<file path="config.mk">
export PLATFORM = sky130hd
export DESIGN_NAME = escr_top
export DESIGN_NICKNAME = d
export VERILOG_FILES = /design/src/hw/escr_pkg.sv /design/src/hw/escr_peak_calc.sv /design/src/hw/escr_top.sv
export SDC_FILE = /design/constraint.sdc
export NUM_CORES = 1
export LEC_CHECK = 0
export ABC_AREA = 1
export ABC_CLOCK_PERIOD_IN_PS = 20400
export BUFFER_PORTS_ARGS = -buffer_cell sky130_fd_sc_hd__buf_4
export CAP_MARGIN = 20
export CORE_MARGIN = 1
export CORE_UTILIZATION = 67
export DETAILED_ROUTE_END_ITERATION = 10
export PLACE_DENSITY = 0.95
export RECOVER_POWER = 100
export SLEW_MARGIN = 0
export SYNTH_ARGS = -nofsm -noshare
export SYNTH_HDL_FRONTEND = slang
export SYNTH_HIERARCHICAL = 1
export SYNTH_SLANG_ARGS = --single-unit
export TNS_END_PERCENT = 20
</file>
<file path="constraint.sdc">
create_clock -name clock -period 20.4 [get_ports clock]
set_input_delay 3.06 -clock clock [delete_from_list [all_inputs] [get_ports clock]]
set_output_delay 3.06 -clock clock [all_outputs]
set_load 0.02 [all_outputs]
</file>
<file path="src/hw/escr_pkg.sv">
package escr_pkg;

  // ==========================================================================
  // Register map
  // ==========================================================================
  localparam int          ADDR_W                 = 8;
  localparam int          DATA_W                 = 16;
  localparam logic [7:0]  SLOT_SELECT_OFFSET     = 8'h14;
  localparam logic [7:0]  EMITTER3_CONFIG_OFFSET = 8'h22;
  localparam logic [15:0] SLOT_SELECT_RESET      = 16'h0541;
  localparam logic [15:0] EMITTER3_CONFIG_RESET  = 16'h3000;

  // ==========================================================================
  // Slot selection fields
  // ==========================================================================
  localparam int SLOT_B_DIODE_LSB   = 8;
  localparam int SLOT_A_DIODE_LSB   = 4;
  localparam int SLOT_B_EMITTER_LSB = 2;
  localparam int SLOT_A_EMITTER_LSB = 0;
  localparam int DIODE_SEL_W        = 4;
  localparam int EMITTER_SEL_W      = 2;
  localparam int PHOTO_INPUTS       = 4;

  localparam logic [3:0] DIODE_FLOATING  = 4'h0;
  localparam logic [3:0] DIODE_ALL       = 4'h1;
  localparam logic [3:0] DIODE_ONE_FOUR  = 4'h5;

  localparam logic [1:0] EMITTER_NONE  = 2'h0;
  localparam logic [1:0] EMITTER_ONE   = 2'h1;
  localparam logic [1:0] EMITTER_TWO   = 2'h2;
  localparam logic [1:0] EMITTER_THREE = 2'h3;

  // ==========================================================================
  // Third emitter fields
  // ==========================================================================
  localparam int STRENGTH_BIT     = 13;
  localparam int EDGE_RATE_LSB    = 4;
  localparam int EDGE_RATE_W      = 3;
  localparam int COARSE_LSB       = 0;
  localparam int COARSE_W         = 4;
  localparam int FINE_W           = 5;

  // ==========================================================================
  // Peak current factors, fixed point
  // ==========================================================================
  // Coarse and scale in tenths, fine in thousandths: product is in 1e-5 mA
  localparam logic [11:0] COARSE_BASE_X10 = 12'h1f7;  // 50.3
  localparam logic [11:0] COARSE_STEP_X10 = 12'h0c6;  // 19.8
  localparam logic [10:0] FINE_BASE_X1000 = 11'h2e4;  // 0.74
  localparam logic [10:0] FINE_STEP_X1000 = 11'h016;  // 0.022
  localparam logic [3:0]  SCALE_BASE_X10  = 4'h4;     // 0.4
  localparam logic [3:0]  SCALE_STEP_X10  = 4'h6;     // 0.6
  localparam int          PEAK_W          = 27;

  typedef enum logic [1:0] {
    ESCR_SLOT_IDLE = 2'b00,
    ESCR_SLOT_A    = 2'b01,
    ESCR_SLOT_B    = 2'b10
  } escr_slot_t;

endpackage

</file>
<file path="src/hw/escr_peak_calc.sv">
`timescale 1ns/1ns
module escr_peak_calc (
  input  wire logic                           clock,
  input  wire logic                           arst_n,
  input  wire logic                           clk_en,
  input  wire logic [escr_pkg::COARSE_W-1:0]  coarse_code,
  input  wire logic [escr_pkg::FINE_W-1:0]    fine_code,
  input  wire logic                           strength,
  output logic      [escr_pkg::PEAK_W-1:0]    peak_current
);
  import escr_pkg::*;

  logic [11:0]       coarse_factor;
  logic [10:0]       fine_factor;
  logic [3:0]        scale_factor;
  logic [PEAK_W-1:0] peak_next;

  // ==========================================================================
  // Factors
  // ==========================================================================
  always_comb begin
    coarse_factor = COARSE_BASE_X10 + 12'(COARSE_STEP_X10 * 12'(coarse_code));
    fine_factor   = FINE_BASE_X1000 + 11'(FINE_STEP_X1000 * 11'(fine_code));
    scale_factor  = strength ? (SCALE_BASE_X10 + SCALE_STEP_X10) : SCALE_BASE_X10;
    peak_next     = PEAK_W'(PEAK_W'(coarse_factor) * PEAK_W'(fine_factor) * PEAK_W'(scale_factor));
  end

  always_ff @(posedge clock or negedge arst_n) begin
    if (!arst_n) begin
      peak_current <= '0;
    end else if (clk_en) begin
      peak_current <= peak_next;
    end
  end

endmodule

</file>
<file path="src/hw/escr_top.sv">
`timescale 1ns/1ns
// Behaviour
// Slot B diode select in bits 11:8: 0 floats all inputs, 1 and 5 connect inputs one to four, reset 5.
// Slot A diode select in bits 7:4 uses the same codes and resets to 4.
// Slot B emitter select in bits 3:2: 1 to 3 pulse emitters one to three, 0 pulses only the inputs, reset 0.
// Slot A emitter select in bits 1:0 uses the same codes and resets to 1.
// Software keeps bits 15:12 of the slot register at zero.
// Bit 13 of the third emitter register gives full strength at 1 and low power 40 percent at 0, reset 1.
// The third emitter strength factor is 0.4 plus 0.6 times the strength bit.
// Bits 6:4 of the third emitter register set its edge rate from slowest 0 to fastest 7, reset 0.
// Bits 3:0 set the coarse current code with factor 50.3 plus 19.8 times the code, reset 0.
// Peak current is coarse times fine times scale, fine being 0.74 plus 0.022 times the fine code.
// Software writes reserved bits of the third emitter register with their reset values.
// Slot settings take effect only while their own slot is active.
module escr_top (
  input  wire logic                              clock,
  input  wire logic                              arst_n,
  input  wire logic                              clk_en,
  input  wire logic                              reg_wr_en,
  input  wire logic                              reg_rd_en,
  input  wire logic [escr_pkg::ADDR_W-1:0]       reg_addr,
  input  wire logic [escr_pkg::DATA_W-1:0]       reg_wdata,
  output logic      [escr_pkg::DATA_W-1:0]       reg_rdata,
  output logic                                   reg_rd_valid,
  input  wire logic                              slot_a_active,
  input  wire logic                              slot_b_active,
  input  wire logic [escr_pkg::FINE_W-1:0]       fine_code,
  output logic      [escr_pkg::PHOTO_INPUTS-1:0] photo_inputs_connect,
  output logic                                   emitter_output_one,
  output logic                                   emitter_output_two,
  output logic                                   emitter_output_three,
  output logic                                   afe_pulse_only,
  output logic      [1:0]                        active_slot,
  output logic                                   emitter3_strength,
  output logic      [escr_pkg::EDGE_RATE_W-1:0]  emitter3_edge_rate,
  output logic      [escr_pkg::COARSE_W-1:0]     emitter3_coarse_current,
  output logic      [escr_pkg::PEAK_W-1:0]       emitter3_peak_current
);
  import escr_pkg::*;

  logic [DATA_W-1:0]        slot_select_reg;
  logic [DATA_W-1:0]        emitter3_config_reg;
  logic [DATA_W-1:0]        rdata_next;
  escr_slot_t               slot_next;
  logic [DIODE_SEL_W-1:0]   slot_a_diode_select;
  logic [DIODE_SEL_W-1:0]   slot_b_diode_select;
  logic [EMITTER_SEL_W-1:0] slot_a_emitter_select;
  logic [EMITTER_SEL_W-1:0] slot_b_emitter_select;
  logic [DIODE_SEL_W-1:0]   diode_sel_now;
  logic [EMITTER_SEL_W-1:0] emitter_sel_now;
  logic [PHOTO_INPUTS-1:0]  connect_next;
  logic [2:0]               emitters_next;
  logic                     afe_only_next;

  // ==========================================================================
  // Decoders
  // ==========================================================================
  // Reserved diode codes float every input, the safe choice for the front end
  function automatic logic [PHOTO_INPUTS-1:0] diode_decode(input logic [DIODE_SEL_W-1:0] code);
    case (code)
      DIODE_ALL:      diode_decode = '1;
      DIODE_ONE_FOUR: diode_decode = '1;
      DIODE_FLOATING: diode_decode = '0;
      default:        diode_decode = '0;
    endcase
  endfunction

  function automatic logic [2:0] emitter_decode(input logic [EMITTER_SEL_W-1:0] code);
    case (code)
      EMITTER_ONE:   emitter_decode = 3'h1;
      EMITTER_TWO:   emitter_decode = 3'h2;
      EMITTER_THREE: emitter_decode = 3'h4;
      default:       emitter_decode = 3'h0;
    endcase
  endfunction

  // ==========================================================================
  // Register writes
  // ==========================================================================
  // Words are stored as written; keeping reserved bits clean is left to software
  always_ff @(posedge clock or negedge arst_n) begin
    if (!arst_n) begin
      slot_select_reg <= SLOT_SELECT_RESET;
    end else if (clk_en && reg_wr_en && reg_addr == SLOT_SELECT_OFFSET) begin
      slot_select_reg <= reg_wdata;
    end
  end

  always_ff @(posedge clock or negedge arst_n) begin
    if (!arst_n) begin
      emitter3_config_reg <= EMITTER3_CONFIG_RESET;
    end else if (clk_en && reg_wr_en && reg_addr == EMITTER3_CONFIG_OFFSET) begin
      emitter3_config_reg <= reg_wdata;
    end
  end

  // ==========================================================================
  // Register reads
  // ==========================================================================
  always_comb begin
    case (reg_addr)
      SLOT_SELECT_OFFSET:     rdata_next = slot_select_reg;
      EMITTER3_CONFIG_OFFSET: rdata_next = emitter3_config_reg;
      default:                rdata_next = '0;
    endcase
  end

  always_ff @(posedge clock or negedge arst_n) begin
    if (!arst_n) begin
      reg_rd_valid <= 1'b0;
    end else if (clk_en) begin
      reg_rd_valid <= reg_rd_en;
    end
  end

  // Data holds between reads so a slow host may still take it late
  always_ff @(posedge clock or negedge arst_n) begin
    if (!arst_n) begin
      reg_rdata <= '0;
    end else if (clk_en && reg_rd_en) begin
      reg_rdata <= rdata_next;
    end
  end

  // ==========================================================================
  // Slot routing
  // ==========================================================================
  assign slot_b_diode_select   = slot_select_reg[SLOT_B_DIODE_LSB +: DIODE_SEL_W];
  assign slot_a_diode_select   = slot_select_reg[SLOT_A_DIODE_LSB +: DIODE_SEL_W];
  assign slot_b_emitter_select = slot_select_reg[SLOT_B_EMITTER_LSB +: EMITTER_SEL_W];
  assign slot_a_emitter_select = slot_select_reg[SLOT_A_EMITTER_LSB +: EMITTER_SEL_W];

  // Slot A wins if the sequencer ever raises both at once
  always_comb begin
    if (slot_a_active) begin
      slot_next = ESCR_SLOT_A;
    end else if (slot_b_active) begin
      slot_next = ESCR_SLOT_B;
    end else begin
      slot_next = ESCR_SLOT_IDLE;
    end
  end

  always_comb begin
    case (slot_next)
      ESCR_SLOT_A: begin
        diode_sel_now   = slot_a_diode_select;
        emitter_sel_now = slot_a_emitter_select;
      end
      ESCR_SLOT_B: begin
        diode_sel_now   = slot_b_diode_select;
        emitter_sel_now = slot_b_emitter_select;
      end
      default: begin
        diode_sel_now   = DIODE_FLOATING;
        emitter_sel_now = EMITTER_NONE;
      end
    endcase
    connect_next  = diode_decode(diode_sel_now);
    emitters_next = emitter_decode(emitter_sel_now);
    afe_only_next = (slot_next != ESCR_SLOT_IDLE) && (emitter_sel_now == EMITTER_NONE);
  end

  always_ff @(posedge clock or negedge arst_n) begin
    if (!arst_n) begin
      active_slot <= ESCR_SLOT_IDLE;
    end else if (clk_en) begin
      active_slot <= slot_next;
    end
  end

  // Inputs float at reset so no diode is loaded before a slot first goes active (slot B's reset code 5 connects all four)
  always_ff @(posedge clock or negedge arst_n) begin
    if (!arst_n) begin
      photo_inputs_connect <= '0;
    end else if (clk_en) begin
      photo_inputs_connect <= connect_next;
    end
  end

  always_ff @(posedge clock or negedge arst_n) begin
    if (!arst_n) begin
      emitter_output_one   <= 1'b0;
      emitter_output_two   <= 1'b0;
      emitter_output_three <= 1'b0;
    end else if (clk_en) begin
      emitter_output_one   <= emitters_next[0];
      emitter_output_two   <= emitters_next[1];
      emitter_output_three <= emitters_next[2];
    end
  end

  always_ff @(posedge clock or negedge arst_n) begin
    if (!arst_n) begin
      afe_pulse_only <= 1'b0;
    end else if (clk_en) begin
      afe_pulse_only <= afe_only_next;
    end
  end

  // ==========================================================================
  // Third emitter drive
  // ==========================================================================
  always_ff @(posedge clock or negedge arst_n) begin
    if (!arst_n) begin
      emitter3_strength       <= EMITTER3_CONFIG_RESET[STRENGTH_BIT];
      emitter3_edge_rate      <= EMITTER3_CONFIG_RESET[EDGE_RATE_LSB +: EDGE_RATE_W];
      emitter3_coarse_current <= EMITTER3_CONFIG_RESET[COARSE_LSB +: COARSE_W];
    end else if (clk_en) begin
      emitter3_strength       <= emitter3_config_reg[STRENGTH_BIT];
      emitter3_edge_rate      <= emitter3_config_reg[EDGE_RATE_LSB +: EDGE_RATE_W];
      emitter3_coarse_current <= emitter3_config_reg[COARSE_LSB +: COARSE_W];
    end
  end

  escr_peak_calc u_peak (
    .clock        (clock),
    .arst_n       (arst_n),
    .clk_en       (clk_en),
    .coarse_code  (emitter3_config_reg[COARSE_LSB +: COARSE_W]),
    .fine_code    (fine_code),
    .strength     (emitter3_config_reg[STRENGTH_BIT]),
    .peak_current (emitter3_peak_current)
  );

endmodule

</file>
# Yosys cells after proc, flatten, opt, wreduce, memory -nomap -nowiden
# Cells that the tools add are included.
dict set report word_totals {
  reg_bits 94
  latch_bits 0
  mem_bits_rw 0
  romBits 0
  in_bits 36
  out_inout_bits 62
  word_cells 45
  n_memories 0
}
dict set report op_classes {
  addsub 2
  multipliers 4
  div 0
  order_cmp 0
  eq_ne 9
  n_shift 0
  muxes 8
  bitwise 0
  reduce_logical 8
}
# op count
set op_table {}
lappend op_table {{case mux 16 bit (2 select lines)} 1}
lappend op_table {{multiplier 23 x 4 -> 27 bit} 1}
lappend op_table {{multiplier 12 x 11 -> 23 bit} 1}
lappend op_table {{adder 9 x 12 -> 12 bit, first input constant} 1}
lappend op_table {{adder 10 x 10 -> 11 bit, first input constant} 1}
lappend op_table {{multiplier 7 x 4 -> 11 bit, first input constant} 1}
lappend op_table {{multiplier 4 x 5 -> 9 bit, first input constant} 1}
lappend op_table {{case mux 3 bit (3 select lines)} 1}
lappend op_table {{== test 8 x 5 -> 1 bit, second input constant} 1}
lappend op_table {{== test 8 x 6 -> 1 bit, second input constant} 1}
lappend op_table {{two-way mux 4 bit} 2}
lappend op_table {{case mux 4 bit (2 select lines)} 1}
lappend op_table {{== test 2 bit, second input constant} 3}
lappend op_table {{logical AND 1 bit} 5}
lappend op_table {{== test 2 x 1 -> 1 bit, second input constant} 2}
lappend op_table {{== test 4 x 1 -> 1 bit, second input constant} 1}
lappend op_table {{== test 4 x 3 -> 1 bit, second input constant} 1}
lappend op_table {{two-way mux 2 bit} 2}
lappend op_table {{case mux 2 bit (2 select lines)} 1}
lappend op_table {{logical NOT 2 bit} 1}
lappend op_table {{nonzero test 2 bit} 1}
lappend op_table {{OR reduction 2 bit} 1}

# Longest topological paths before layout
# Gate-level depths: netlist of the first run.
dict set report depth {
  depth_word 7
  depth_mapped 52
  mapped_depth_nobuf 51
}

# By module
# The synthesis of the first run kept the hierarchy.
# mod n_inst cells_each area_each_um2 seq_area_each_um2
set by_module_without_submodules {}
lappend by_module_without_submodules {escr_peak_calc 1 1132 8156.6 625.6}
lappend by_module_without_submodules {escr_top 1 362 2935.3 1610.3}

# Least setup slack after synthesis of the first run
# Ideal clock, no wire load.
dict set report synth_timing {
  path_type {input -> register}
  from {input port fine_code[1] in the netlist's numbering}
  to {register u_peak/peak_current[22] in the netlist's numbering}
  setup_ps 118
  arrival_time_ps 11196
  t_required_ps 20282
  setup_slack_ps 9086
  path_stages 42
  n_path_buf 0
  path_cell_list {ha_1 fa_1 ha_1 a21oi_2 nand2_1 nand2_1 nand2_1 a21oi_2 xor2_2 nand3_1 nand2_4 nor2_1 fa_1 inv_1 fa_1 fa_1 inv_1 fa_1 [6 not listed] a21oi_1 inv_1 a21oi_1 nand2_1 xor2_1 nor2_1 inv_1 fa_1 inv_1 ha_1 ha_1 a21oi_1 o21ai_0 a21oi_1 nand3_1 or2_2 nand3_1 nand2_1}
}
dict set report synth_between {
  elab_chain_len 4
}
# element line_no
set synth_lines {}
lappend synth_lines {{start: declaration} escr_top.sv:27} ;# input wire logic [escr_pkg::FINE_W-1:0] fine_code,
lappend synth_lines {{multiplier 4 x 5 -> 9 bit} escr_peak_calc.sv:23} ;# fine_factor = FINE_BASE_X1000 + 11'(FINE_STEP_X1000 * 11'(fine_code));
lappend synth_lines {{adder 10 x 10 -> 11 bit} escr_peak_calc.sv:23}
lappend synth_lines {{multiplier 12 x 11 -> 23 bit} escr_peak_calc.sv:25} ;# peak_next = PEAK_W'(PEAK_W'(coarse_factor) * PEAK_W'(fine_factor) * PEAK_W'(scale_factor));
lappend synth_lines {{multiplier 23 x 4 -> 27 bit} escr_peak_calc.sv:25}
lappend synth_lines {{end signal: assignment} escr_peak_calc.sv:32} ;# peak_current <= peak_next;
lappend synth_lines {{end: declaration} escr_peak_calc.sv:9} ;# output logic [escr_pkg::PEAK_W-1:0] peak_current
# No other way between the ends.
# A chain may end at the register's enable or synchronous reset.

# Worst setup path after layout of the first run
dict set report layout_timing {
  from {input port fine_code[0] in the netlist's numbering}
  to {register u_peak/peak_current[22] in the netlist's numbering}
}
# Same word-level chain as after synthesis.

==> metrics.md, run 1 <==
| Metric | Value |
|---|---|
| Slowest Stage Delay on Critical Path | 0.78 ns |
| Clock sink total | 89 |
| Commonest cells after routing, fill and taps aside | nand2_1, inv_1, ha_1, nor2_1, nand3_1 |
| Slew at the pin closest to its max-slew limit | 4.003 ns |
| Max FFs per register | 25 |
| Worst-path clk slew | 0.07 ns |
| Share of cells above drive strength 1 | 7.381% |
| Number of vias per cell | 5.807 |
| Ys Warns | 6 |
| Max Cap Viol | 2 |
| Final wirelength | 29.79 mm |
| Initial antenna violation count | 0 |
| Critical Path Slowest Stage Cell | xnor2_1 |
| Starting Density | 69.32% |
| Root buffer cell | clkbuf_16 |
| Synthesized instance count | 1494 |
| F_max | 79.70 MHz |
| Resize count post-CTS | 0 |
| Mapped cell area | 0.01109 mm² |
| Reg-to-reg slack, setup | 10.67 ns |
| Chip width | 130.7 µm |
| Post-route cell area | 0.01186 mm² |
| Register area share after synthesis | 20.16% |
| GRT Util Overall | 36.10% |
| Core Area | 0.01600 mm² |
| Met3 GRT Util | 6.148% |
| Critical path class | primary input to register |
| Violated checks | max-capacitance violations, max-slew violations |
| Worst EP arrival | 12.78 ns |
| Worst-path fanout max | 9 |
| DRT iter0 DRCs | 1124 |
| Synth-to-Final Area Change | 6.881% |
| Clk_lat worst skew | 0.36 ns |
| Placed Area | 0.01185 mm² |
| Port Buf Inserts | 95 |
| Unique cell type count in the Yosys netlist | 51 |
| # IOs | 98 |
| Final setup viols | 0 |
| TritonRoute pass-1 iters | 8 |
| Routed wire length per instance | 16.79 µm |
| Worst setup startpoint | fine_code[0] |
| H-tree Lvls | 3 |
| Status | finished, violations left |
| Fin crit share | 61.51% |
| HP Class | register to register |
| CP Capture Point | u_peak/peak_current[22]$_DFFE_PN0P_ |
| Clock Tree Buf Depth | 2 |
| Final worst path period need | 12.55 ns |
| Number of global-route vias before repair | 10169 |
| Total CTS buffers | 9 |
| Worst-case reg-to-reg path depth | 37 |
| CTS tree | done |
| Flops & latches, synth | 89 |
| Syn avg cell area | 7.424 µm² |
| CP Launch Type | primary input |
| Hold path start | emitter3_strength$_DFFE_PN1P_ |
| Final setup TNS | 0 ns |
| GRT overflow | 0 |
| Commonest non-fill, non-tap cell in the layout | nand2_1 |
| Cts hold-fix bufs | 0 |
| Routability cong. | 0.9790 |
| FP Rows | 46 |
| DRC errors left | 0 |
| Type of destination of the critical path | register |
| Final net count | 1824 |
| Largest net degree at the start of global routing | 80 |
| Met1 Usage GRT | 44.76% |
| M2 GR Usage | 60.04% |
| Final Max Slew Viols | 114 |
| # diodes | 0 |
| WP data required | 20.63 ns |
| Die area | 0.01707 mm² |
| Reg-to-Reg Start | emitter3_config_reg[0]$_DFFE_PN0P_ |
| Crit path top cell by count | fa_1 |
| Final HPWL DP | 22.68 mm |
| Worst Skew | 0.005639 ns |
| First-pass GRT wire length | 47.80 mm |
| GRT Max-Usage Layer | met2 |
| Post-CTS setup buffers | 0 |
| Max transition margin | -166.8% |
| Die H | 130.7 µm |
| Final hold viol count | 0 |
| Vias after detailed routing | 10301 |
| RR Endpoint | u_peak/peak_current[22]$_DFFE_PN0P_ |
| Most flop-heavy register | u_peak/peak_current |
| DRT antenna net count | 0 |
| RSZ-0062 raised after global routing | no |
==> metal layers <==
layer  share of wire, %  vias up
met4                5.4        0
met2                 48      619
li1                   -     4756
met5                  0        -
met3                8.2      153
met1                 39     4773
==> final cells by class <==
class	count	area, µm²
clock inverters	7	72.57
well taps	216	270.3
clock buffers	9	225.2
fillers	1226	4145
multi-input cells	1128	7712
repair buffers	97	480.5
flip-flops and latches	89	2236
inverters	228	858.3
==> logic make-up after synthesis <==
kind of cell | after synthesis | synth area share (%)
compound gates | 111 | 5.832
buf+inv | 278 | 9.915
other cells | 1 | 0.03381
xor+xnor | 36 | 3.181
fa+ha+maj | 235 | 32.19
simple gates | 744 | 28.69
flops | 89 | 20.16
==> metrics by stage <==
step           hold WS [ns]  utilization [%]  cells  setup slack (ns)
2_1_floorplan        0.4474                -   1495             9.086
3_3_place_gp         0.4553            74.04   1757             8.259
3_5_place_dp         0.4559            74.04   1757             8.128
4_1_cts              0.4660            75.90   1773             8.454
5_1_grt              0.4848            74.09   1774             7.303
6_report             0.4673            74.09   1774             7.853
==> worst max-delay path: cells and delay by family <==
family,cells,cell delay [ns]
buf+inv,6,0.77
simple gates,10,1.45
fa+ha+maj,12,5.26
compound gates,8,1.28
xor+xnor,2,0.97
==> synth_stat cells (all sizes together) <==
cell type | count | area share, %
a41oi | 1 | 0.079
xor2 | 20 | 1.8
or2 | 15 | 0.85
fa | 84 | 15
o21bai | 10 | 0.68
a31o | 1 | 0.079
conb | 1 | 0.034
a21oi | 43 | 2.2
ha | 151 | 17
o21ai | 43 | 2.0
nor2 | 135 | 5.2
nand3 | 89 | 4.3
clkbuf | 33 | 1.1
nor3 | 9 | 0.51
inv | 224 | 7.6
nand4 | 10 | 0.56
buf | 17 | 1.0
nand2 | 481 | 17
o211ai | 2 | 0.14
nand3b | 3 | 0.32
a211oi | 1 | 0.068
xnor2 | 16 | 1.3
clkinv | 4 | 0.15
a31oi | 6 | 0.34
nor4 | 1 | 0.056
dfrtp | 82 | 18
a21boi | 2 | 0.14
a21o | 2 | 0.14
nor3b | 1 | 0.068
dfstp | 7 | 1.7
==> worst min-delay path by stage <==
stage,slack [ns],cells past startpoint,endpoint
after global routing,0.48,2,emitter3_edge_rate[2]$_DFFE_PN0P_
after floorplan,0.45,2,emitter3_config_reg[12]$_DFFE_PN1P_
after CTS,0.47,2,emitter3_strength$_DFFE_PN1P_
after detailed placement,0.46,2,emitter3_strength$_DFFE_PN1P_
final,0.47,2,emitter3_strength$_DFFE_PN1P_
after global placement,0.46,2,emitter3_strength$_DFFE_PN1P_
Power of run 1 is left out: the tool's default activity adds up to more than one toggle a clock period on the data nets, which glitch-free logic cannot reach.
==> inputs of run 2 (changes only) <==
Settings changed: ABC_AREA 1 to 0, ABC_CLOCK_PERIOD_IN_PS 20400 to 10900, CORE_UTILIZATION 67 to 56, PLACE_DENSITY 0.95 to 0.89.
Clock period 20.4 ns to 10.9 ns, I/O delays scaled along.
==> metrics.md, run 2 <==
| Metric | Value |
|---|---|
| Crit path top cell by count | fa_1 |
| Unique cell type count in the Yosys netlist | 74 |
| Routed wire length per instance | 17.20 µm |
| Worst-path fanout max | 5 |
| Top cell type by total area after synthesis | dfrtp_1 |
| Slowest Stage Delay on Critical Path | 0.56 ns |
| Final net count | 1465 |
| Die area | 0.01941 mm² |
| Largest net degree at the start of global routing | 77 |
| Worst EP arrival | 10.82 ns |
| TritonRoute pass-1 iters | 6 |
| Clk_lat worst skew | 0.35 ns |
| Status | finished, violations left |
| Fin crit share | 97.01% |
| Type of destination of the critical path | register |
| CTS tree | done |
| Starting Density | 58.00% |
| Clock sink total | 89 |
| Initial antenna violation count | 0 |
| HP Class | register to register |
| Die H | 139.3 µm |
| Number of vias per cell | 5.859 |
| Root buffer cell | clkbuf_16 |
| Final setup viols | 0 |
| Core Area | 0.01821 mm² |
| Number of global-route vias before repair | 8807 |
| Vias after detailed routing | 8366 |
| Chip width | 139.3 µm |
| Final Max Slew Viols | 111 |
| Setup WS pre-CTS | -0.2750 ns |
| Violated checks | max-capacitance violations, max-slew violations |
| Count leader, synth | ha_1 |
| Final setup TNS | 0 ns |
| Share of cells above drive strength 1 | 16.10% |
| Register area share after synthesis | 21.17% |
| Clock Tree Buf Depth | 2 |
| Ys Warns | 6 |
| Async SR Flop Fraction | 100.0% |
| Max Cap Viol | 3 |
| # diodes | 0 |
| DRT antenna net count | 0 |
| CP Launch Type | primary input |
| DRC errors left | 0 |
| Min Hold Slack | 0.4924 ns |
| Final worst setup slack | 0.3255 ns |
| Mapped cell area | 0.01056 mm² |
| H-tree Lvls | 3 |
| Final worst path period need | 10.57 ns |
| Most flop-heavy register | u_peak/peak_current |
| Syn avg cell area | 9.663 µm² |
| DRT iter0 DRCs | 473 |
| FP Rows | 49 |
| Final wirelength | 24.56 mm |
| Number of synthesized flops with an enable pin | 0 |
| Worst Skew | 0.008842 ns |
| First-pass GRT wire length | 41.32 mm |
| F_max | 94.57 MHz |
| Slew at the pin closest to its max-slew limit | 3.924 ns |
| Share of the synthesized area in the top cell type | 19.43% |
| WP data required | 11.14 ns |
| GRT overflow | 0 |
| Final hold viol count | 0 |
| Commonest cells after routing, fill and taps aside | ha_1, inv_1, nand2_1, fa_1, dfrtp_1 |
| Routability cong. | 0.8987 |
| Placed Area | 0.01159 mm² |
| Synthesized instance count | 1093 |
| Total CTS buffers | 9 |
| Synth area leaders | dfrtp_1, ha_1, fa_1, inv_1, mux2_2 |
| Primary FF master, synth | dfrtp_1 |
| Commonest cells in the netlist | ha_1, inv_1, nand2_1, fa_1, dfrtp_1 |
| Final HPWL DP | 18.58 mm |
| GRT Util Overall | 26.06% |
| Post-route cell area | 0.01179 mm² |
| Worst-path clk slew | 0.07 ns |
| Critical path class | primary input to register |
| Critical Path Slowest Stage Cell | fa_1 |
| Synth-to-Final Area Change | 11.67% |
| # IOs | 98 |
| Max transition margin | -161.6% |
| Port Buf Inserts | 95 |
| Flops & latches, synth | 89 |
| Cts hold-fix bufs | 0 |
| Max FFs per register | 25 |
| Commonest non-fill, non-tap cell in the layout | ha_1 |
[run 2: changes by cell type after synthesis, sizes merged, moves of 9 or more]
cell / delta
nand2: -392
inv: -94
nand3: -81
nor2: -70
mux2: +61
a21o: +33
and2: +32
xnor2: +21
a22oi: +17
nor2b: +15
o21a: +10
a211oi: +9
nand2b: +9
[run 2: cells by family (layout without fill, tap and decap cells)]
kind of cell,count (synthesis),after routing,synth area share [%]
fa+ha+maj,235,235,33.81
compound gates,197,197,12.61
flops,89,89,21.17
xor+xnor,65,65,5.533
other cells,1,2,0.03551
simple gates,262,262,12.29
buf+inv,182,287,7.215
mux,62,62,7.345
[run 2: critical path: cells and delay by family]
family	cells	cell delay (ns)
adder cells (fa/ha/maj)	12	4.85
AO/OA/AOI/OAI	9	1.84
AND/OR/NAND/NOR	6	1.10
buffers and inverters	9	0.90
XOR/XNOR	2	0.51
[run 2: what timing repair did]
action,CTS,global route
setup buffers,0,7
setup endpoints to repair,0,7
gates resized for setup,0,28
[run 2: cell type report]
cell class | instances | area, µm²
Clock inverter | 7 | 61.31
Tap cell | 229 | 286.5
Fill cell | 1371 | 6415
Sequential cell | 89 | 2236
Timing Repair Buffer | 139 | 784.5
Clock buffer | 9 | 225.2
Multi-Input combinational cell | 823 | 7705
Inverter | 132 | 495.5
[run 2: layer usage]
metal  vias to the layer above  GRT usage [%]  share of wire [%]
met1                      4149          33.27                 41
met3                        59          4.680                5.7
met5                         -              0                  0
li1                       3873              -                  -
met4                         0          9.708                2.3
met2                       285          44.14                 51
[run 2: worst paths after layout]
| check | from | slack, ns | end | cells past startpoint |
|---|---|---|---|---|
| hold reg to reg | reg_rdata[13]$_DFFE_PN0P_ | 0.49 | reg_rdata[13]$_DFFE_PN0P_ | 2 |
| setup reg to reg | emitter3_config_reg[2]$_DFFE_PN0P_ | 0.72 | u_peak/peak_current[24]$_DFFE_PN0P_ | 38 |
| setup / recovery | fine_code[1] | 0.33 | u_peak/peak_current[24]$_DFFE_PN0P_ | 38 |
| max in group asynchronous | arst_n | 5.35 | active_slot[1]$_DFFE_PN0P_ | 2 |
| min in group asynchronous | arst_n | 1.36 | u_peak/peak_current[18]$_DFFE_PN0P_ | 1 |
| hold / removal | reg_rdata[13]$_DFFE_PN0P_ | 0.49 | reg_rdata[13]$_DFFE_PN0P_ | 2 |
[run 2: per-stage QoR]
step	utilization [%]	instances
2_1_floorplan	-	1094
3_3_place_gp	63.64	1405
3_5_place_dp	63.64	1405
4_1_cts	65.22	1421
5_1_grt	64.77	1428
6_report	64.77	1428
Power of run 2 is left out for the same reason.
